==> src/core/pgen_pkg.sv <==
// Constants, types and the bar table shared by the pattern generator files.
// Assumes a 50 MHz clock and an 8-bit register port at the device's main offsets.
// Requirements
// [RQ1] Emit exactly the programmed active lines per frame
// [RQ2] Repeat frames of the programmed total line count
// [RQ3] Active line length is a programmed byte count
// [RQ4] Back-porch blank lines follow frame start
// [RQ5] Front-porch blank lines precede frame end
// [RQ6] Every line paced by period in 10 ns
// [RQ7] Next bar value after bar-width bytes
// [RQ8] Headers carry programmed data type and channel
// [RQ9] Software derives bar width from line blocks
// [RQ10] Software keeps bar width block aligned
// [RQ11] Settings reached through select, address, data window
// [RQ12] Period unit is 20 ns in 400M mode
// [RQ13] Eight bars use the fixed byte values
// [RQ14] Bar count selectable as 1, 2, 4, 8
// [RQ15] Frame: start, porch, active, blanking, end
// [RQ16] Wide settings split, high byte lower offset
package pgen_pkg;
  // Main register offsets of the indirect window
  localparam logic [7:0] ADDR_PAGE_SEL = 8'hb0;  // Page select
  localparam logic [7:0] ADDR_IND_ADDR = 8'hb1;  // Indirect offset
  localparam logic [7:0] ADDR_IND_DATA = 8'hb2;  // Indirect data
  // Page field inside the select register
  localparam int         PAGE_LSB      = 2;
  localparam int         PAGE_MSB      = 5;
  localparam logic [3:0] PAGE_PGEN     = 4'h0;  // Pattern generator page
  // Indirect offsets of the pattern generator page
  localparam logic [3:0] IDX_CONTROL   = 4'h1;
  localparam logic [3:0] IDX_CONFIG    = 4'h2;
  localparam logic [3:0] IDX_DI        = 4'h3;
  localparam logic [3:0] IDX_LINE_HI   = 4'h4;
  localparam logic [3:0] IDX_LINE_LO   = 4'h5;
  localparam logic [3:0] IDX_BAR_HI    = 4'h6;
  localparam logic [3:0] IDX_BAR_LO    = 4'h7;
  localparam logic [3:0] IDX_ACT_HI    = 4'h8;
  localparam logic [3:0] IDX_ACT_LO    = 4'h9;
  localparam logic [3:0] IDX_TOT_HI    = 4'ha;
  localparam logic [3:0] IDX_TOT_LO    = 4'hb;
  localparam logic [3:0] IDX_PD_HI     = 4'hc;
  localparam logic [3:0] IDX_PD_LO     = 4'hd;
  localparam logic [3:0] IDX_VBP       = 4'he;
  localparam logic [3:0] IDX_VFP       = 4'hf;
  localparam logic [3:0] IDX_FIRST     = 4'h1;
  localparam logic [7:0] IDX_LIMIT     = 8'h0f;  // Highest mapped offset
  localparam logic [7:0] PGEN_REG_RESET = 8'h00;  // Reset value of every setting
  // Field positions
  localparam int         CTL_ENABLE_BIT = 0;  // Control: generator enable
  localparam int         CFG_BARS_LSB   = 0;  // Config: bar count code, 2 bits
  localparam int         DI_VC_LSB      = 6;  // Identifier: channel [7:6]
  localparam int         DI_DT_MSB      = 5;  // Identifier: data type [5:0]
  // CSI-2 short packet data types
  localparam logic [5:0] DT_FRAME_START = 6'h00;
  localparam logic [5:0] DT_FRAME_END   = 6'h01;
  // Bar byte values, first to last
  localparam logic [7:0] BAR_VALUES [8] = '{8'haa, 8'h33, 8'hf0, 8'h7f,
                                            8'h55, 8'hcc, 8'h0f, 8'h80};
  // Line period timing
  localparam int         CLK_PERIOD_NS = 20;  // 50 MHz
  localparam int         UNIT_NS       = 10;  // Normal unit
  localparam int         UNIT_400M_NS  = 20;  // Unit in 400M lane mode
  localparam logic [16:0] STEP_NORMAL  = 17'(CLK_PERIOD_NS / UNIT_NS);
  localparam logic [16:0] STEP_400M    = 17'(CLK_PERIOD_NS / UNIT_400M_NS);
  // Frame sequencer states
  typedef enum logic [5:0] {
    S_IDLE = 6'b000001,
    S_FS   = 6'b000010,
    S_HDR  = 6'b000100,
    S_DATA = 6'b001000,
    S_WAIT = 6'b010000,
    S_FE   = 6'b100000
  } pgen_state_t;
endpackage

==> src/core/pgen_bar.sv <==
// Bar sequencer: tracks the bar and byte position within an active line.
// Assumes start pulses once per line before the first byte is taken.
module pgen_bar
  import pgen_pkg::*;
(
  // Clock and control
  input  wire logic        mclk,
  input  wire logic        rst_s_b,
  input  wire logic        clk_en,
  // Line control
  input  wire logic        start,
  input  wire logic        adv,
  input  wire logic [15:0] bar_width,
  input  wire logic [1:0]  bar_code,
  // Current byte value
  output logic      [7:0]  bar_byte
);
  logic [15:0] cnt_r, cnt_nxt;  // Bytes sent in current bar
  logic [2:0]  idx_r, idx_nxt;  // Current bar
  logic [7:0]  val_r, val_nxt;  // Byte value of current bar
  logic [2:0]  last_idx;        // Last bar of the line

  // Bar count 1, 2, 4 or 8 from a 2-bit code
  assign last_idx = 3'((4'h1 << bar_code) - 4'h1);  // [RQ14]

  // Advance through the bars
  always_comb begin
    cnt_nxt = cnt_r;
    idx_nxt = idx_r;
    val_nxt = val_r;
    if (start) begin
      cnt_nxt = 16'h0000;
      idx_nxt = 3'h0;
      val_nxt = BAR_VALUES[0];
    end else if (adv) begin
      if ((17'(cnt_r) + 17'h1 >= 17'(bar_width)) && (idx_r < last_idx)) begin  // [RQ7]
        cnt_nxt = 16'h0000;
        idx_nxt = idx_r + 3'h1;
        val_nxt = BAR_VALUES[idx_r + 3'h1];  // [RQ13]
      end else begin
        cnt_nxt = (cnt_r == 16'hffff) ? cnt_r : cnt_r + 16'h1;  // Last bar fills the rest
      end
    end
  end

  // Register the bar state
  always_ff @(posedge mclk or negedge rst_s_b) begin
    if (!rst_s_b) begin
      cnt_r <= 16'h0000;
      idx_r <= 3'h0;
      val_r <= BAR_VALUES[0];
    end else if (clk_en) begin
      cnt_r <= cnt_nxt;
      idx_r <= idx_nxt;
      val_r <= val_nxt;
    end
  end

  assign bar_byte = val_r;
endmodule // pgen_bar

==> src/core/pgen_regs.sv <==
// Indirect register window and the pattern generator settings page.
// Assumes one-cycle read and write strobes, synchronous to mclk.
module pgen_regs
  import pgen_pkg::*;
(
  // Clock and control
  input  wire logic        mclk,
  input  wire logic        rst_s_b,
  input  wire logic        clk_en,
  // Register port
  input  wire logic        reg_wr,
  input  wire logic        reg_rd,
  input  wire logic [7:0]  reg_addr,
  input  wire logic [7:0]  reg_wdata,
  output logic      [7:0]  reg_rdata,
  output logic             reg_rvalid,
  // Settings
  output logic      [7:0]  ctl,
  output logic      [7:0]  cfg,
  output logic      [7:0]  di,
  output logic      [15:0] line_bytes,
  output logic      [15:0] bar_width,
  output logic      [15:0] act_lines,
  output logic      [15:0] tot_lines,
  output logic      [15:0] line_period,
  output logic      [7:0]  vbp,
  output logic      [7:0]  vfp
);
  logic [7:0] sel_r, sel_nxt;          // Page select
  logic [7:0] idx_r, idx_nxt;          // Indirect offset
  logic [7:0] mem_r [16];              // Settings page
  logic [7:0] mem_nxt [16];
  logic [7:0] rdata_r, rdata_nxt;
  logic       rvalid_r, rvalid_nxt;

  // Window hits a mapped pattern generator setting
  function automatic logic page_hit(input logic [7:0] sel, input logic [7:0] idx);
    page_hit = (sel[PAGE_MSB:PAGE_LSB] == PAGE_PGEN) && (idx >= 8'(IDX_FIRST))
               && (idx <= IDX_LIMIT);
  endfunction

  // Next values of the window and the page
  always_comb begin
    sel_nxt    = sel_r;
    idx_nxt    = idx_r;
    mem_nxt    = mem_r;
    rdata_nxt  = rdata_r;
    rvalid_nxt = 1'b0;
    if (reg_wr) begin
      case (reg_addr)
        ADDR_PAGE_SEL: sel_nxt = reg_wdata;
        ADDR_IND_ADDR: idx_nxt = reg_wdata;
        ADDR_IND_DATA: begin
          if (page_hit(sel_r, idx_r)) begin  // [RQ11]
            mem_nxt[idx_r[3:0]] = reg_wdata;
          end
        end
        default: ;  // Not ours
      endcase
    end
    if (reg_rd) begin
      rvalid_nxt = 1'b1;
      case (reg_addr)
        ADDR_PAGE_SEL: rdata_nxt = sel_r;
        ADDR_IND_ADDR: rdata_nxt = idx_r;
        ADDR_IND_DATA: rdata_nxt = page_hit(sel_r, idx_r) ? mem_r[idx_r[3:0]] : 8'h00;
        default:       rdata_nxt = 8'h00;  // Unmapped reads as zero
      endcase
    end
  end

  // Register the window
  always_ff @(posedge mclk or negedge rst_s_b) begin
    if (!rst_s_b) begin
      sel_r    <= PGEN_REG_RESET;
      idx_r    <= PGEN_REG_RESET;
      mem_r    <= '{default: PGEN_REG_RESET};
      rdata_r  <= 8'h00;
      rvalid_r <= 1'b0;
    end else if (clk_en) begin
      sel_r    <= sel_nxt;
      idx_r    <= idx_nxt;
      mem_r    <= mem_nxt;
      rdata_r  <= rdata_nxt;
      rvalid_r <= rvalid_nxt;
    end
  end

  // Settings out, high byte at the lower offset
  assign reg_rdata   = rdata_r;
  assign reg_rvalid  = rvalid_r;
  assign ctl         = mem_r[IDX_CONTROL];
  assign cfg         = mem_r[IDX_CONFIG];
  assign di          = mem_r[IDX_DI];
  assign line_bytes  = {mem_r[IDX_LINE_HI], mem_r[IDX_LINE_LO]};  // [RQ16]
  assign bar_width   = {mem_r[IDX_BAR_HI], mem_r[IDX_BAR_LO]};    // [RQ16]
  assign act_lines   = {mem_r[IDX_ACT_HI], mem_r[IDX_ACT_LO]};    // [RQ16]
  assign tot_lines   = {mem_r[IDX_TOT_HI], mem_r[IDX_TOT_LO]};    // [RQ16]
  assign line_period = {mem_r[IDX_PD_HI], mem_r[IDX_PD_LO]};      // [RQ16]
  assign vbp         = mem_r[IDX_VBP];
  assign vfp         = mem_r[IDX_VFP];
endmodule // pgen_regs

==> src/core/pgen_top.sv <==
// Colour bar pattern generator: frame sequencer, line timer and packet outputs.
// Assumes the CSI-2 transmitter takes headers and bytes on valid and ready.
module pgen_top
  import pgen_pkg::*;
(
  // Clock, reset and freeze
  input  wire logic        mclk,
  input  wire logic        rst_b,
  input  wire logic        clk_en,
  // Register port
  input  wire logic        reg_wr,
  input  wire logic        reg_rd,
  input  wire logic [7:0]  reg_addr,
  input  wire logic [7:0]  reg_wdata,
  output logic      [7:0]  reg_rdata,
  output logic             reg_rvalid,
  // Transmitter mode
  input  wire logic        lane_400m,
  // Packet header output
  output logic             hdr_valid,
  input  wire logic        hdr_ready,
  output logic      [5:0]  hdr_dt,
  output logic      [1:0]  hdr_vc,
  output logic      [15:0] hdr_wc,
  // Payload byte output
  output logic             byte_valid,
  input  wire logic        byte_ready,
  output logic      [7:0]  byte_data,
  output logic             byte_last,
  // Status
  output logic             frame_busy
);
  logic        rst_m_r, rst_s_b;  // Reset synchroniser
  logic [7:0]  ctl, cfg, di, vbp, vfp;
  logic [15:0] line_bytes, bar_width, act_lines, tot_lines, line_period;

  // Release reset through two flops
  always_ff @(posedge mclk or negedge rst_b) begin
    if (!rst_b) begin
      rst_m_r <= 1'b0;
      rst_s_b <= 1'b0;
    end else begin
      rst_m_r <= 1'b1;
      rst_s_b <= rst_m_r;
    end
  end

  // Settings page
  pgen_regs u_regs (
    .mclk        (mclk),
    .rst_s_b     (rst_s_b),
    .clk_en      (clk_en),
    .reg_wr      (reg_wr),
    .reg_rd      (reg_rd),
    .reg_addr    (reg_addr),
    .reg_wdata   (reg_wdata),
    .reg_rdata   (reg_rdata),
    .reg_rvalid  (reg_rvalid),
    .ctl         (ctl),
    .cfg         (cfg),
    .di          (di),
    .line_bytes  (line_bytes),
    .bar_width   (bar_width),
    .act_lines   (act_lines),
    .tot_lines   (tot_lines),
    .line_period (line_period),
    .vbp         (vbp),
    .vfp         (vfp)
  );

  pgen_state_t st_r, st_nxt;            // Frame sequencer
  logic [16:0] line_r, line_nxt;        // Line within frame
  logic [15:0] byte_r, byte_nxt;        // Byte within line
  logic        hval_r, hval_nxt;        // Header valid
  logic [5:0]  hdt_r, hdt_nxt;          // Header data type
  logic [15:0] hwc_r, hwc_nxt;          // Header word count
  logic        bval_r, bval_nxt;        // Byte valid
  logic        blast_r, blast_nxt;      // Last byte of line
  logic        bar_start;               // Restart bars
  logic        hdr_take, byte_take;     // Handshakes
  logic [16:0] tmr_r, tmr_nxt;          // Line period timer
  logic        pend_r, pend_nxt;        // Line period elapsed
  logic [16:0] tmr_step, tmr_sum;
  logic        line_tick, pend_use;
  logic [16:0] vsum, frame_len, frame_end;

  assign hdr_take  = hval_r && hdr_ready;
  assign byte_take = bval_r && byte_ready;

  // Frame length covers total lines and at least porches plus active
  assign vsum      = 17'(vbp) + 17'(act_lines) + 17'(vfp);
  assign frame_len = (vsum > 17'(tot_lines)) ? vsum : 17'(tot_lines);  // [RQ2] [RQ5]
  assign frame_end = (frame_len == 17'h0) ? 17'h0 : frame_len - 17'h1;

  // Line carries pattern data
  function automatic logic is_active(input logic [16:0] l, input logic [7:0] bp,
                                     input logic [15:0] act);
    is_active = (l >= 17'(bp)) && (l < 17'(bp) + 17'(act));  // [RQ1] [RQ4]
  endfunction

  // Line timer: clock period expressed in period units
  assign tmr_step  = lane_400m ? STEP_400M : STEP_NORMAL;  // [RQ6] [RQ12]
  assign tmr_sum   = tmr_r + tmr_step;
  assign line_tick = (st_r != S_IDLE) && (tmr_sum >= 17'(line_period));  // [RQ6]
  assign pend_use  = (st_r == S_WAIT) && pend_r;

  // Timer and elapsed flag, a new tick wins over the consume
  always_comb begin
    tmr_nxt  = tmr_sum;
    pend_nxt = line_tick || (pend_r && !pend_use);
    if (st_r == S_IDLE) begin
      tmr_nxt  = 17'h0;
      pend_nxt = 1'b0;
    end else if (line_tick) begin
      tmr_nxt  = 17'h0;
    end
  end

  always_ff @(posedge mclk or negedge rst_s_b) begin
    if (!rst_s_b) begin
      tmr_r  <= 17'h0;
      pend_r <= 1'b0;
    end else if (clk_en) begin
      tmr_r  <= tmr_nxt;
      pend_r <= pend_nxt;
    end
  end

  // Frame sequencer: start, lines, end
  always_comb begin
    st_nxt    = st_r;
    line_nxt  = line_r;
    byte_nxt  = byte_r;
    hval_nxt  = hval_r;
    hdt_nxt   = hdt_r;
    hwc_nxt   = hwc_r;
    bval_nxt  = bval_r;
    blast_nxt = blast_r;
    bar_start = 1'b0;
    case (st_r)
      S_IDLE: begin
        if (ctl[CTL_ENABLE_BIT]) begin  // [RQ15]
          st_nxt   = S_FS;
          line_nxt = 17'h0;
          hval_nxt = 1'b1;
          hdt_nxt  = DT_FRAME_START;
          hwc_nxt  = 16'h0000;
        end
      end
      S_FS: begin
        if (hdr_take) begin
          hval_nxt = 1'b0;
          st_nxt   = S_WAIT;
          if (is_active(line_r, vbp, act_lines)) begin
            st_nxt   = S_HDR;
            hval_nxt = 1'b1;
            hdt_nxt  = di[DI_DT_MSB:0];  // [RQ8]
            hwc_nxt  = line_bytes;       // [RQ3]
          end
        end
      end
      S_HDR: begin
        if (hdr_take) begin
          hval_nxt  = 1'b0;
          bar_start = 1'b1;
          byte_nxt  = 16'h0000;
          if (line_bytes == 16'h0000) begin
            st_nxt = S_WAIT;
          end else begin
            st_nxt    = S_DATA;
            bval_nxt  = 1'b1;
            blast_nxt = (line_bytes == 16'h0001);
          end
        end
      end
      S_DATA: begin
        if (byte_take) begin
          if (blast_r) begin  // [RQ3]
            bval_nxt  = 1'b0;
            blast_nxt = 1'b0;
            st_nxt    = S_WAIT;
          end else begin
            byte_nxt  = byte_r + 16'h1;
            blast_nxt = (17'(byte_r) + 17'h2 >= 17'(line_bytes));
          end
        end
      end
      S_WAIT: begin
        if (pend_r) begin
          if (line_r >= frame_end) begin  // [RQ2] [RQ15]
            st_nxt   = S_FE;
            hval_nxt = 1'b1;
            hdt_nxt  = DT_FRAME_END;
            hwc_nxt  = 16'h0000;
          end else begin
            line_nxt = line_r + 17'h1;
            if (is_active(line_r + 17'h1, vbp, act_lines)) begin  // [RQ1]
              st_nxt   = S_HDR;
              hval_nxt = 1'b1;
              hdt_nxt  = di[DI_DT_MSB:0];
              hwc_nxt  = line_bytes;
            end
          end
        end
      end
      S_FE: begin
        if (hdr_take) begin
          hval_nxt = ctl[CTL_ENABLE_BIT];  // Next frame follows at once
          st_nxt   = ctl[CTL_ENABLE_BIT] ? S_FS : S_IDLE;
          hdt_nxt  = DT_FRAME_START;
          line_nxt = 17'h0;
        end
      end
      default: begin
        st_nxt   = S_IDLE;
        hval_nxt = 1'b0;
        bval_nxt = 1'b0;
      end
    endcase
  end

  always_ff @(posedge mclk or negedge rst_s_b) begin
    if (!rst_s_b) begin
      st_r    <= S_IDLE;
      line_r  <= 17'h0;
      byte_r  <= 16'h0000;
      hval_r  <= 1'b0;
      hdt_r   <= DT_FRAME_START;
      hwc_r   <= 16'h0000;
      bval_r  <= 1'b0;
      blast_r <= 1'b0;
    end else if (clk_en) begin
      st_r    <= st_nxt;
      line_r  <= line_nxt;
      byte_r  <= byte_nxt;
      hval_r  <= hval_nxt;
      hdt_r   <= hdt_nxt;
      hwc_r   <= hwc_nxt;
      bval_r  <= bval_nxt;
      blast_r <= blast_nxt;
    end
  end

  // Bar values for the payload
  pgen_bar u_bar (
    .mclk      (mclk),
    .rst_s_b   (rst_s_b),
    .clk_en    (clk_en),
    .start     (bar_start),
    .adv       (byte_take),
    .bar_width (bar_width),
    .bar_code  (cfg[CFG_BARS_LSB +: 2]),
    .bar_byte  (byte_data)
  );

  // Outputs
  assign hdr_valid  = hval_r;
  assign hdr_dt     = hdt_r;
  assign hdr_vc     = di[7:DI_VC_LSB];  // [RQ8]
  assign hdr_wc     = hwc_r;
  assign byte_valid = bval_r;
  assign byte_last  = blast_r;
  assign frame_busy = (st_r != S_IDLE);

  // Active headers seen in the current frame, read only by checks
  logic [16:0] act_seen_r;
  always_ff @(posedge mclk or negedge rst_s_b) begin
    if (!rst_s_b) begin
      act_seen_r <= 17'h0;
    end else if (clk_en && hdr_take) begin
      act_seen_r <= (hdt_r == DT_FRAME_START) ? 17'h0 :
                    (st_r == S_HDR) ? act_seen_r + 17'h1 : act_seen_r;
    end
  end
endmodule // pgen_top

==> config.mk <==
export PLATFORM = sky130hd
export DESIGN_NAME = pgen_top
export DESIGN_NICKNAME = d
export VERILOG_FILES = /design/src/core/pgen_pkg.sv /design/src/core/pgen_bar.sv /design/src/core/pgen_regs.sv /design/src/core/pgen_top.sv
export SDC_FILE = /design/constraint.sdc
export NUM_CORES = 1
export LEC_CHECK = 0
export BUFFER_PORTS_ARGS = -buffer_cell sky130_fd_sc_hd__buf_2
export CAP_MARGIN = 20
export CORE_ASPECT_RATIO = 1.25
export CORE_UTILIZATION = 61
export CTS_BUF_LIST = sky130_fd_sc_hd__clkbuf_4 sky130_fd_sc_hd__clkbuf_8
export DETAILED_ROUTE_END_ITERATION = 8
export MAX_ROUTING_LAYER = met4
export PLACE_DENSITY_LB_ADDON = 0.25
export RECOVER_POWER = 50
export SLEW_MARGIN = 20
export SYNTH_ARGS = -nofsm -noshare
export SYNTH_HDL_FRONTEND = slang
export SYNTH_HIERARCHICAL = 1
export SYNTH_SLANG_ARGS = --single-unit
==> constraint.sdc <==
create_clock -name mclk -period 14.3 [get_ports mclk]
set_input_delay 0.715 -clock mclk [delete_from_list [all_inputs] [get_ports mclk]]
set_output_delay 0.715 -clock mclk [all_outputs]
set_load 0.1 [all_outputs]
After elaboration in Yosys (flattened, before gate mapping)
Memories as Yosys holds them, arrays and structs flattened.
Index checks and enable logic that the tools add are counted.
- $add $sub $neg: 11
- $lt $le $gt $ge: 15
- eq/ne operators: 25
- shift-type cells: 1
- multiplexer cells: 85
- bitwise gates (word level): 4
- reduce and logical (&&, ||, !) cells: 37
- operator list (kind ; count):
    $mux W16 ; 13
    $mux W17 ; 8
    $bwmux W128 ; 1
    $mux W6 ; 16
    $mux W8 ; 9
    $ge A17 B16 Y1 ; 3
    $pmux W17 S3 ; 1
    $pmux W16 S3 ; 1
    $pmux W6 S6 ; 1
    $ge A17 B8 Y1 ; 2
    $lt A17 B17 Y1 ; 2
    $add A16 B1 Y16 const B ; 2
    $bmux W8 S4 ; 1
    $demux W8 S4 ; 1
    $pmux W16 S2 ; 1
    $eq A8 B8 Y1 const B ; 3
    $pmux W6 S4 ; 1
    $pmux W8 S3 ; 1
    $mux W1 ; 20
    $ne A2 B2 Y1 const B ; 10
    $add A16 B1 Y17 const B ; 1
    $add A16 B2 Y17 const B ; 1
    $add A17 B1 Y17 const B ; 1
    $add A17 B2 Y17 ; 1
    53 further kinds ; 77
- register bits after elaboration: 264
- memory bits (read-only): 64
- bits of input ports: 24
- output and inout port bits: 45
- word-level logic and storage cells: 214
- memories: 1
- memory list (name ; words ; width ; read ports ; clocked after memory_dff ; write ports ; RTL line ; text):
    (name not given) ; 8 ; 8 ; 1 ; 0 ; 0 ; pgen_bar.sv:39 ; val_nxt = BAR_VALUES[idx_r + 3'h1];

Depth between registers and ports, before layout
- word-level depth: 10
- mapped depth: 48
- mapped depth without buffers: 44

By module
Netlist, hierarchy kept.
- by module, submodules not included (module ; times used ; cells an instance ; area each (um2) ; seq. area each (um2)):
    pgen_top ; 1 ; 1146 ; 9369.0 ; 2103.3
    pgen_regs ; 1 ; 595 ; 8111.5 ; 3828.7
    pgen_bar ; 1 ; 254 ; 2230.9 ; 680.7

Least setup slack after synthesis
Ideal clock, no wire load.
- path kind: reg-to-reg
- start: register u_regs.mem_r, in the netlist u_regs/vbp[0]
- end: register st_r[1]
- setup time: 0.125 ns
- data arrival time: 9.265 ns
- required time: 14.175 ns
- path slack: 4.911 ns
- cell stages (with the launch flop): 46
- path buffers: 4
- clock period less this slack: 9.389 ns
- path through: dfrtp_1 > buf_4 > ha_1 > inv_1 > fa_1 > nor2b_1 > o21a_1 > nor2_1 > xnor2_1 > ha_1 > or4_1 > a41oi_1 > o41ai_1 > xnor2_1 > inv_1 > ha_1 > and4_1 > nand3_1 > [10 not listed] > nand2_1 > nor3_1 > a41oi_4 > or3b_4 > and2_1 > ha_1 > nor2b_1 > o21a_1 > o21ai_0 > a21boi_0 > o21ai_0 > a2111oi_0 > o22ai_1 > o21ai_0 > a32o_1 > and3_1 > clkbuf_1 > mux2_2
- longest elaborated chain between the ends: 10
- elaborated cells on any way between the ends: 16
- classes of those cells: 3 x add/sub; 4 x order compare; 1 x eq/ne; 5 x mux; 3 x reduce/logical
- ends and longest elaborated chain (element ; RTL line ; text):
    from (decl) ; pgen_regs.sv:31 ; logic [7:0] mem_r [16];
    from (signal assigned) ; pgen_regs.sv:83 ; mem_r <= mem_nxt;
    $add A8 B16 Y17 ; pgen_top.sv:91, pgen_top.sv:98 ;
    $add A17 B8 Y17 ; pgen_top.sv:91 ; assign vsum = 17'(vbp) + 17'(act_lines) + 17'(vfp);
    $gt A17 B16 Y1 ; pgen_top.sv:92 ; assign frame_len = (vsum > 17'(tot_lines)) ? vsum : 17'(tot_lines);
    $mux W17 ; pgen_top.sv:92 ;
    $sub A17 B1 Y17 / $logic_not A17 Y1 (equally long branches) ; pgen_top.sv:93 ; assign frame_end = (frame_len == 17'h0) ? 17'h0 : frame_len - 17'h1;
    $mux W17 ; pgen_top.sv:93 ;
    $ge A17 B17 Y1 ; pgen_top.sv:190 ; if (line_r >= frame_end) begin
    $mux W6 ; pgen_top.sv:190 ;
    $mux W6 ; pgen_top.sv:189 ; if (pend_r) begin
    $pmux W6 S6 ; pgen_top.sv:140 ; case (st_r)
    to (signal assigned) ; pgen_top.sv:233 ; st_r <= st_nxt;
    to (decl) ; pgen_top.sv:71 ; pgen_state_t st_r, st_nxt;
Several ways; a longest one is shown, not always the timed one. The select of a mux whose other input is x is not followed.
A chain may end at the register's enable or synchronous reset.

Worst setup path in the final report
- start: register u_regs.mem_r, in the netlist u_regs/vbp[0]
- end: register hwc_r[13], in the netlist hdr_wc[13]
- longest elaborated chain between the ends: 10
- elaborated cells on any way between the ends: 20
- classes of those cells: 3 x add/sub; 6 x order compare; 2 x eq/ne; 5 x mux; 4 x reduce/logical
- ends and longest elaborated chain (element ; RTL line ; text):
    $add A8 B16 Y17 ; pgen_top.sv:91, pgen_top.sv:98 ;
    $add A17 B8 Y17 ; pgen_top.sv:91 ;
    $gt A17 B16 Y1 ; pgen_top.sv:92 ;
    $mux W17 ; pgen_top.sv:92 ;
    $sub A17 B1 Y17 / $logic_not A17 Y1 (equally long branches) ; pgen_top.sv:93 ;
    $mux W17 ; pgen_top.sv:93 ;
    $ge A17 B17 Y1 ; pgen_top.sv:190 ;
    $mux W16 ; pgen_top.sv:190 ;
    $mux W16 ; pgen_top.sv:189 ;
    $pmux W16 S3 ; pgen_top.sv:140 ;
    to (signal assigned) ; pgen_top.sv:238 ; hwc_r <= hwc_nxt;
    to (decl) ; pgen_top.sv:76 ; logic [15:0] hwc_r, hwc_nxt;
Several ways; a longest one is shown, not always the timed one. The select of a mux whose other input is x is not followed.

==> flow_metrics.py <==
metrics = {
    "critical_path": {
        "critPathBufInv": 2,
        "critPathMostFrequentCell": "sky130_fd_sc_hd__ha_1",
        "timing.critical_path.max_delay_family": "simple AND/OR/NAND/NOR gates",
        "cpMaxStageDelayCell": "sky130_fd_sc_hd__nor4b_1",
        "endpoint_kind": "register",
        "startpoint_type": "register",
        "cp.required_ps": 14790,
        "ff2ff_path_depth": 41,
        "timing.critical_path.arrival_ps": 11260,
        "crit-reg2reg-capture": "hdr_wc[13]",
        "crit_path_max_incr_delay_ps": 720,
        "path_class": "reg2reg",
        "worstReg2RegStart": "u_regs/vbp[0]",
        "reg2reg_setup_slack_ps": 3530,
        "worstPathMaxFanout": 19,
    },
    "floorplan": {
        "start_util_pct": 61.88,
        "die_y_um": 202.5,
        "die_area_um2": 32880,
        "boundaryPins": 69,
        "fp.coreArea_um2": 31690,
        "fp.dieW_um": 162.4,
        "fp-row-count": 73,
    },
    "cells_and_area": {
        "post_layout_nonfiller_instances": 2369,
        "syn_to_final_growth_pct": 3.190,
        "drive_above_1_share_pct": 17.83,
        "fin_util_pct": 63.86,
        "finalNetCount": 2109,
        "diodes": 0,
        "layout.cell_area.non_filler_um2": 20240,
    },
    "routing": {
        "wl_mm": 50.86,
        "vias": 14730,
        "detailedRoute.firstPassIterationCount": 5,
        "dr.first_iter.drc_count": 1064,
        "route.detailed.drc": 0,
        "ant_nets": 0,
        "routed_wire_length_per_instance_um": 21.47,
        "route.detailed.vias_per_inst": 6.219,
    },
    "placed_design": {
        "number_of_port_buffers": 68,
        "place_inst": 2288,
        "dpl-instance-area_um2": 19390,
        "placement.setup.worst_slack_ps": 3705,
        "finalWeightedCongestion": 0.9699,
        "detailed_place_hpwl_mm": 38.59,
    },
    "sta": {
        "min_period_ps": 10770,
        "tightestPinTransition_ps": 3285,
        "setup_viol": 0,
        "finalWorstSetupSlack_ps": 3528,
        "grt_setup_unrepaired": "no",
        "timing.final.crit_share_pct": 75.33,
        "worst_slew_margin_rel_pct": -119.0,
        "slew_viol_final": 144,
        "max_clock_freq_ghz": 0.09283,
        "worst_clock_skew_ps": 16.38,
        "fin_hold_ws_ps": 346.1,
        "finalHoldViolations": 0,
        "setup_tns_ps": 0,
    },
    "power_and_ir_drop": {
        "power.sequential.fraction_pct": 43.2,
        "switching_power_mw": 0.5577,
        "clock_power_share_pct": 39.7,
        "pwr_density_cell_nw_per_um2": 90.48,
        "internal_power_contribution_mw": 1.273,
        "irDropWorstVdd_uv": 90.79,
        "share_comb_of_total_power_pct": 17.1,
        "p_leak_nw": 9.408,
        "p_sw_share_pct": 30.46,
        "power.total_mw": 1.831,
    },
    "grt": {
        "grt_max_degree": 79,
        "overflow": 0,
        "grt_antenna_before_repair": 0,
        "grt_util_all_layers_pct": 32.82,
        "first_global_vias": 15010,
        "grt_first_pass_wirelength_mm": 81.38,
    },
    "clock_network": {
        "numCtsBuffers": 43,
        "ctsHtreeMaxLevel": 2,
        "clk_transition_reported_paths_ps": 60,
        "cts_max_path_buffers": 3,
        "cts-resized-gates": 0,
        "clk_root_buffer_cell": "sky130_fd_sc_hd__clkbuf_8",
        "cts_post_setup_buffers_inserted": 0,
        "worstSkewPairLatency_ps": 580,
        "tritoncts": "built",
        "clkSinkCount": 264,
    },
    "outcome": {
        "violated_checks": "capacitance limit, slew limit",
        "status": "finished with violations",
    },
    "min_path": {
        "hold_end": "rst_s_b",
        "hold_start": "rst_m_r",
        "hold_path_class": "reg2reg",
        "timing.hold.worst_path_depth": 0,
    },
    "logic_synthesis": {
        "syn-num-nets": 2168,
        "avgSynthCellArea_um2": 9.896,
        "mappedNetlistArea_um2": 19610,
        "synthCells": 1982,
        "ys.warnings.count": 6,
    },
    "job": {
        "max_cap_violations": 3,
    },
}
[placed cells by master, fill, tap and decap left out, types with 16 or more instances in the layout]
cell / instances
sky130_fd_sc_hd__a21o_1: 29
sky130_fd_sc_hd__a21oi_1: 61
sky130_fd_sc_hd__buf_2: 22
sky130_fd_sc_hd__clkbuf_1: 47
sky130_fd_sc_hd__clkbuf_8: 54
sky130_fd_sc_hd__dfrtp_1: 257
sky130_fd_sc_hd__ha_1: 159
sky130_fd_sc_hd__inv_1: 147
sky130_fd_sc_hd__mux2_1: 17
sky130_fd_sc_hd__mux2_2: 134
sky130_fd_sc_hd__mux2i_1: 50
sky130_fd_sc_hd__mux4_2: 32
sky130_fd_sc_hd__nand2_1: 134
sky130_fd_sc_hd__nand2b_1: 17
sky130_fd_sc_hd__nand3_1: 58
sky130_fd_sc_hd__nand4_1: 47
sky130_fd_sc_hd__nor2_1: 109
sky130_fd_sc_hd__nor2b_1: 19
sky130_fd_sc_hd__nor3_1: 35
sky130_fd_sc_hd__nor4_1: 17
sky130_fd_sc_hd__o211ai_1: 16
sky130_fd_sc_hd__o21a_1: 24
sky130_fd_sc_hd__o21ai_0: 74
sky130_fd_sc_hd__xnor2_1: 67
sky130_fd_sc_hd__xor2_1: 42
[worst max path at each step]
stage	from	end	slack (ps)	cells past startpoint
6_report	u_regs/vbp[0]	hdr_wc[13]	3530	41
3_5_place_dp	u_regs/vbp[0]	hdr_wc[10]	3700	39
3_3_place_gp	u_regs/vbp[0]	line_r[11]	4170	38
2_1_floorplan	u_regs/vbp[0]	st_r[1]	4910	45
5_1_grt	u_regs/vbp[0]	hdr_wc[13]	2580	43
4_1_cts	u_regs/vbp[0]	hdr_wc[13]	3700	39
[registers in the layout (all words and copies together) (netlist names), 6 cells and up]
register            flops
byte_r                 16
hdr_dt                  6
hdr_wc                 16
line_r                 17
st_r                    6
tmr_r                  17
u_bar/bar_byte          8
u_bar/cnt_r            16
u_regs/act_lines       16
u_regs/bar_width       16
u_regs/cfg              8
u_regs/ctl              8
u_regs/di               8
u_regs/idx_r            8
u_regs/line_bytes      16
u_regs/line_period     16
u_regs/mem_r            8
u_regs/reg_rdata        8
u_regs/sel_r            8
u_regs/tot_lines       16
u_regs/vbp              8
u_regs/vfp              8
[timing repair]
item / 4_1_cts / 5_1_grt
hold buffers: 1 / 0
endpoints found under the setup margin: 0 / 0
endpoints found under the hold margin: 2 / 0
[layer usage]
| layer | GRT usage, % | part of all wire, % |
|---|---|---|
| met3 | 3.698 | 4.1 |
| met2 | 55.91 | 51 |
| met4 | 18.46 | 6.1 |
| met5 | - | 0 |
| met1 | 37.41 | 39 |
[worst register-to-register path: cells and delay by family (launching register included)]
| family | cells | cell delay (ps) |
|---|---|---|
| AO/OA/AOI/OAI | 15 | 3310 |
| XOR/XNOR | 2 | 560 |
| adder cells (fa/ha/maj) | 6 | 1640 |
| buffers and inverters | 2 | 320 |
| flip-flops | 1 | 420 |
| multiplexers | 1 | 330 |
| AND/OR/NAND/NOR | 15 | 4120 |
[power groups by stage]
stage          Clock, mW  Combinational [mW]  Sequential [mW]
5_1_grt            0.773               0.335            0.794
4_1_cts            0.740               0.315            0.790
3_5_place_dp           0               0.313            0.804
6_report           0.728               0.312            0.791
2_1_floorplan          0               0.190            0.853
3_3_place_gp           0               0.306            0.802
[area by class of cell]
cell class / instances / area [µm²]
clock buffers: 69 / 855.8
clock inverters: 10 / 112.6
fillers: 2611 / 11450
inverters: 148 / 555.5
multi-input cells: 1386 / 11190
flip-flops and latches: 264 / 6615
well taps: 412 / 515.5
repair buffers: 80 / 391.6
No activity file was read; power rests on OpenSTA's default activity.
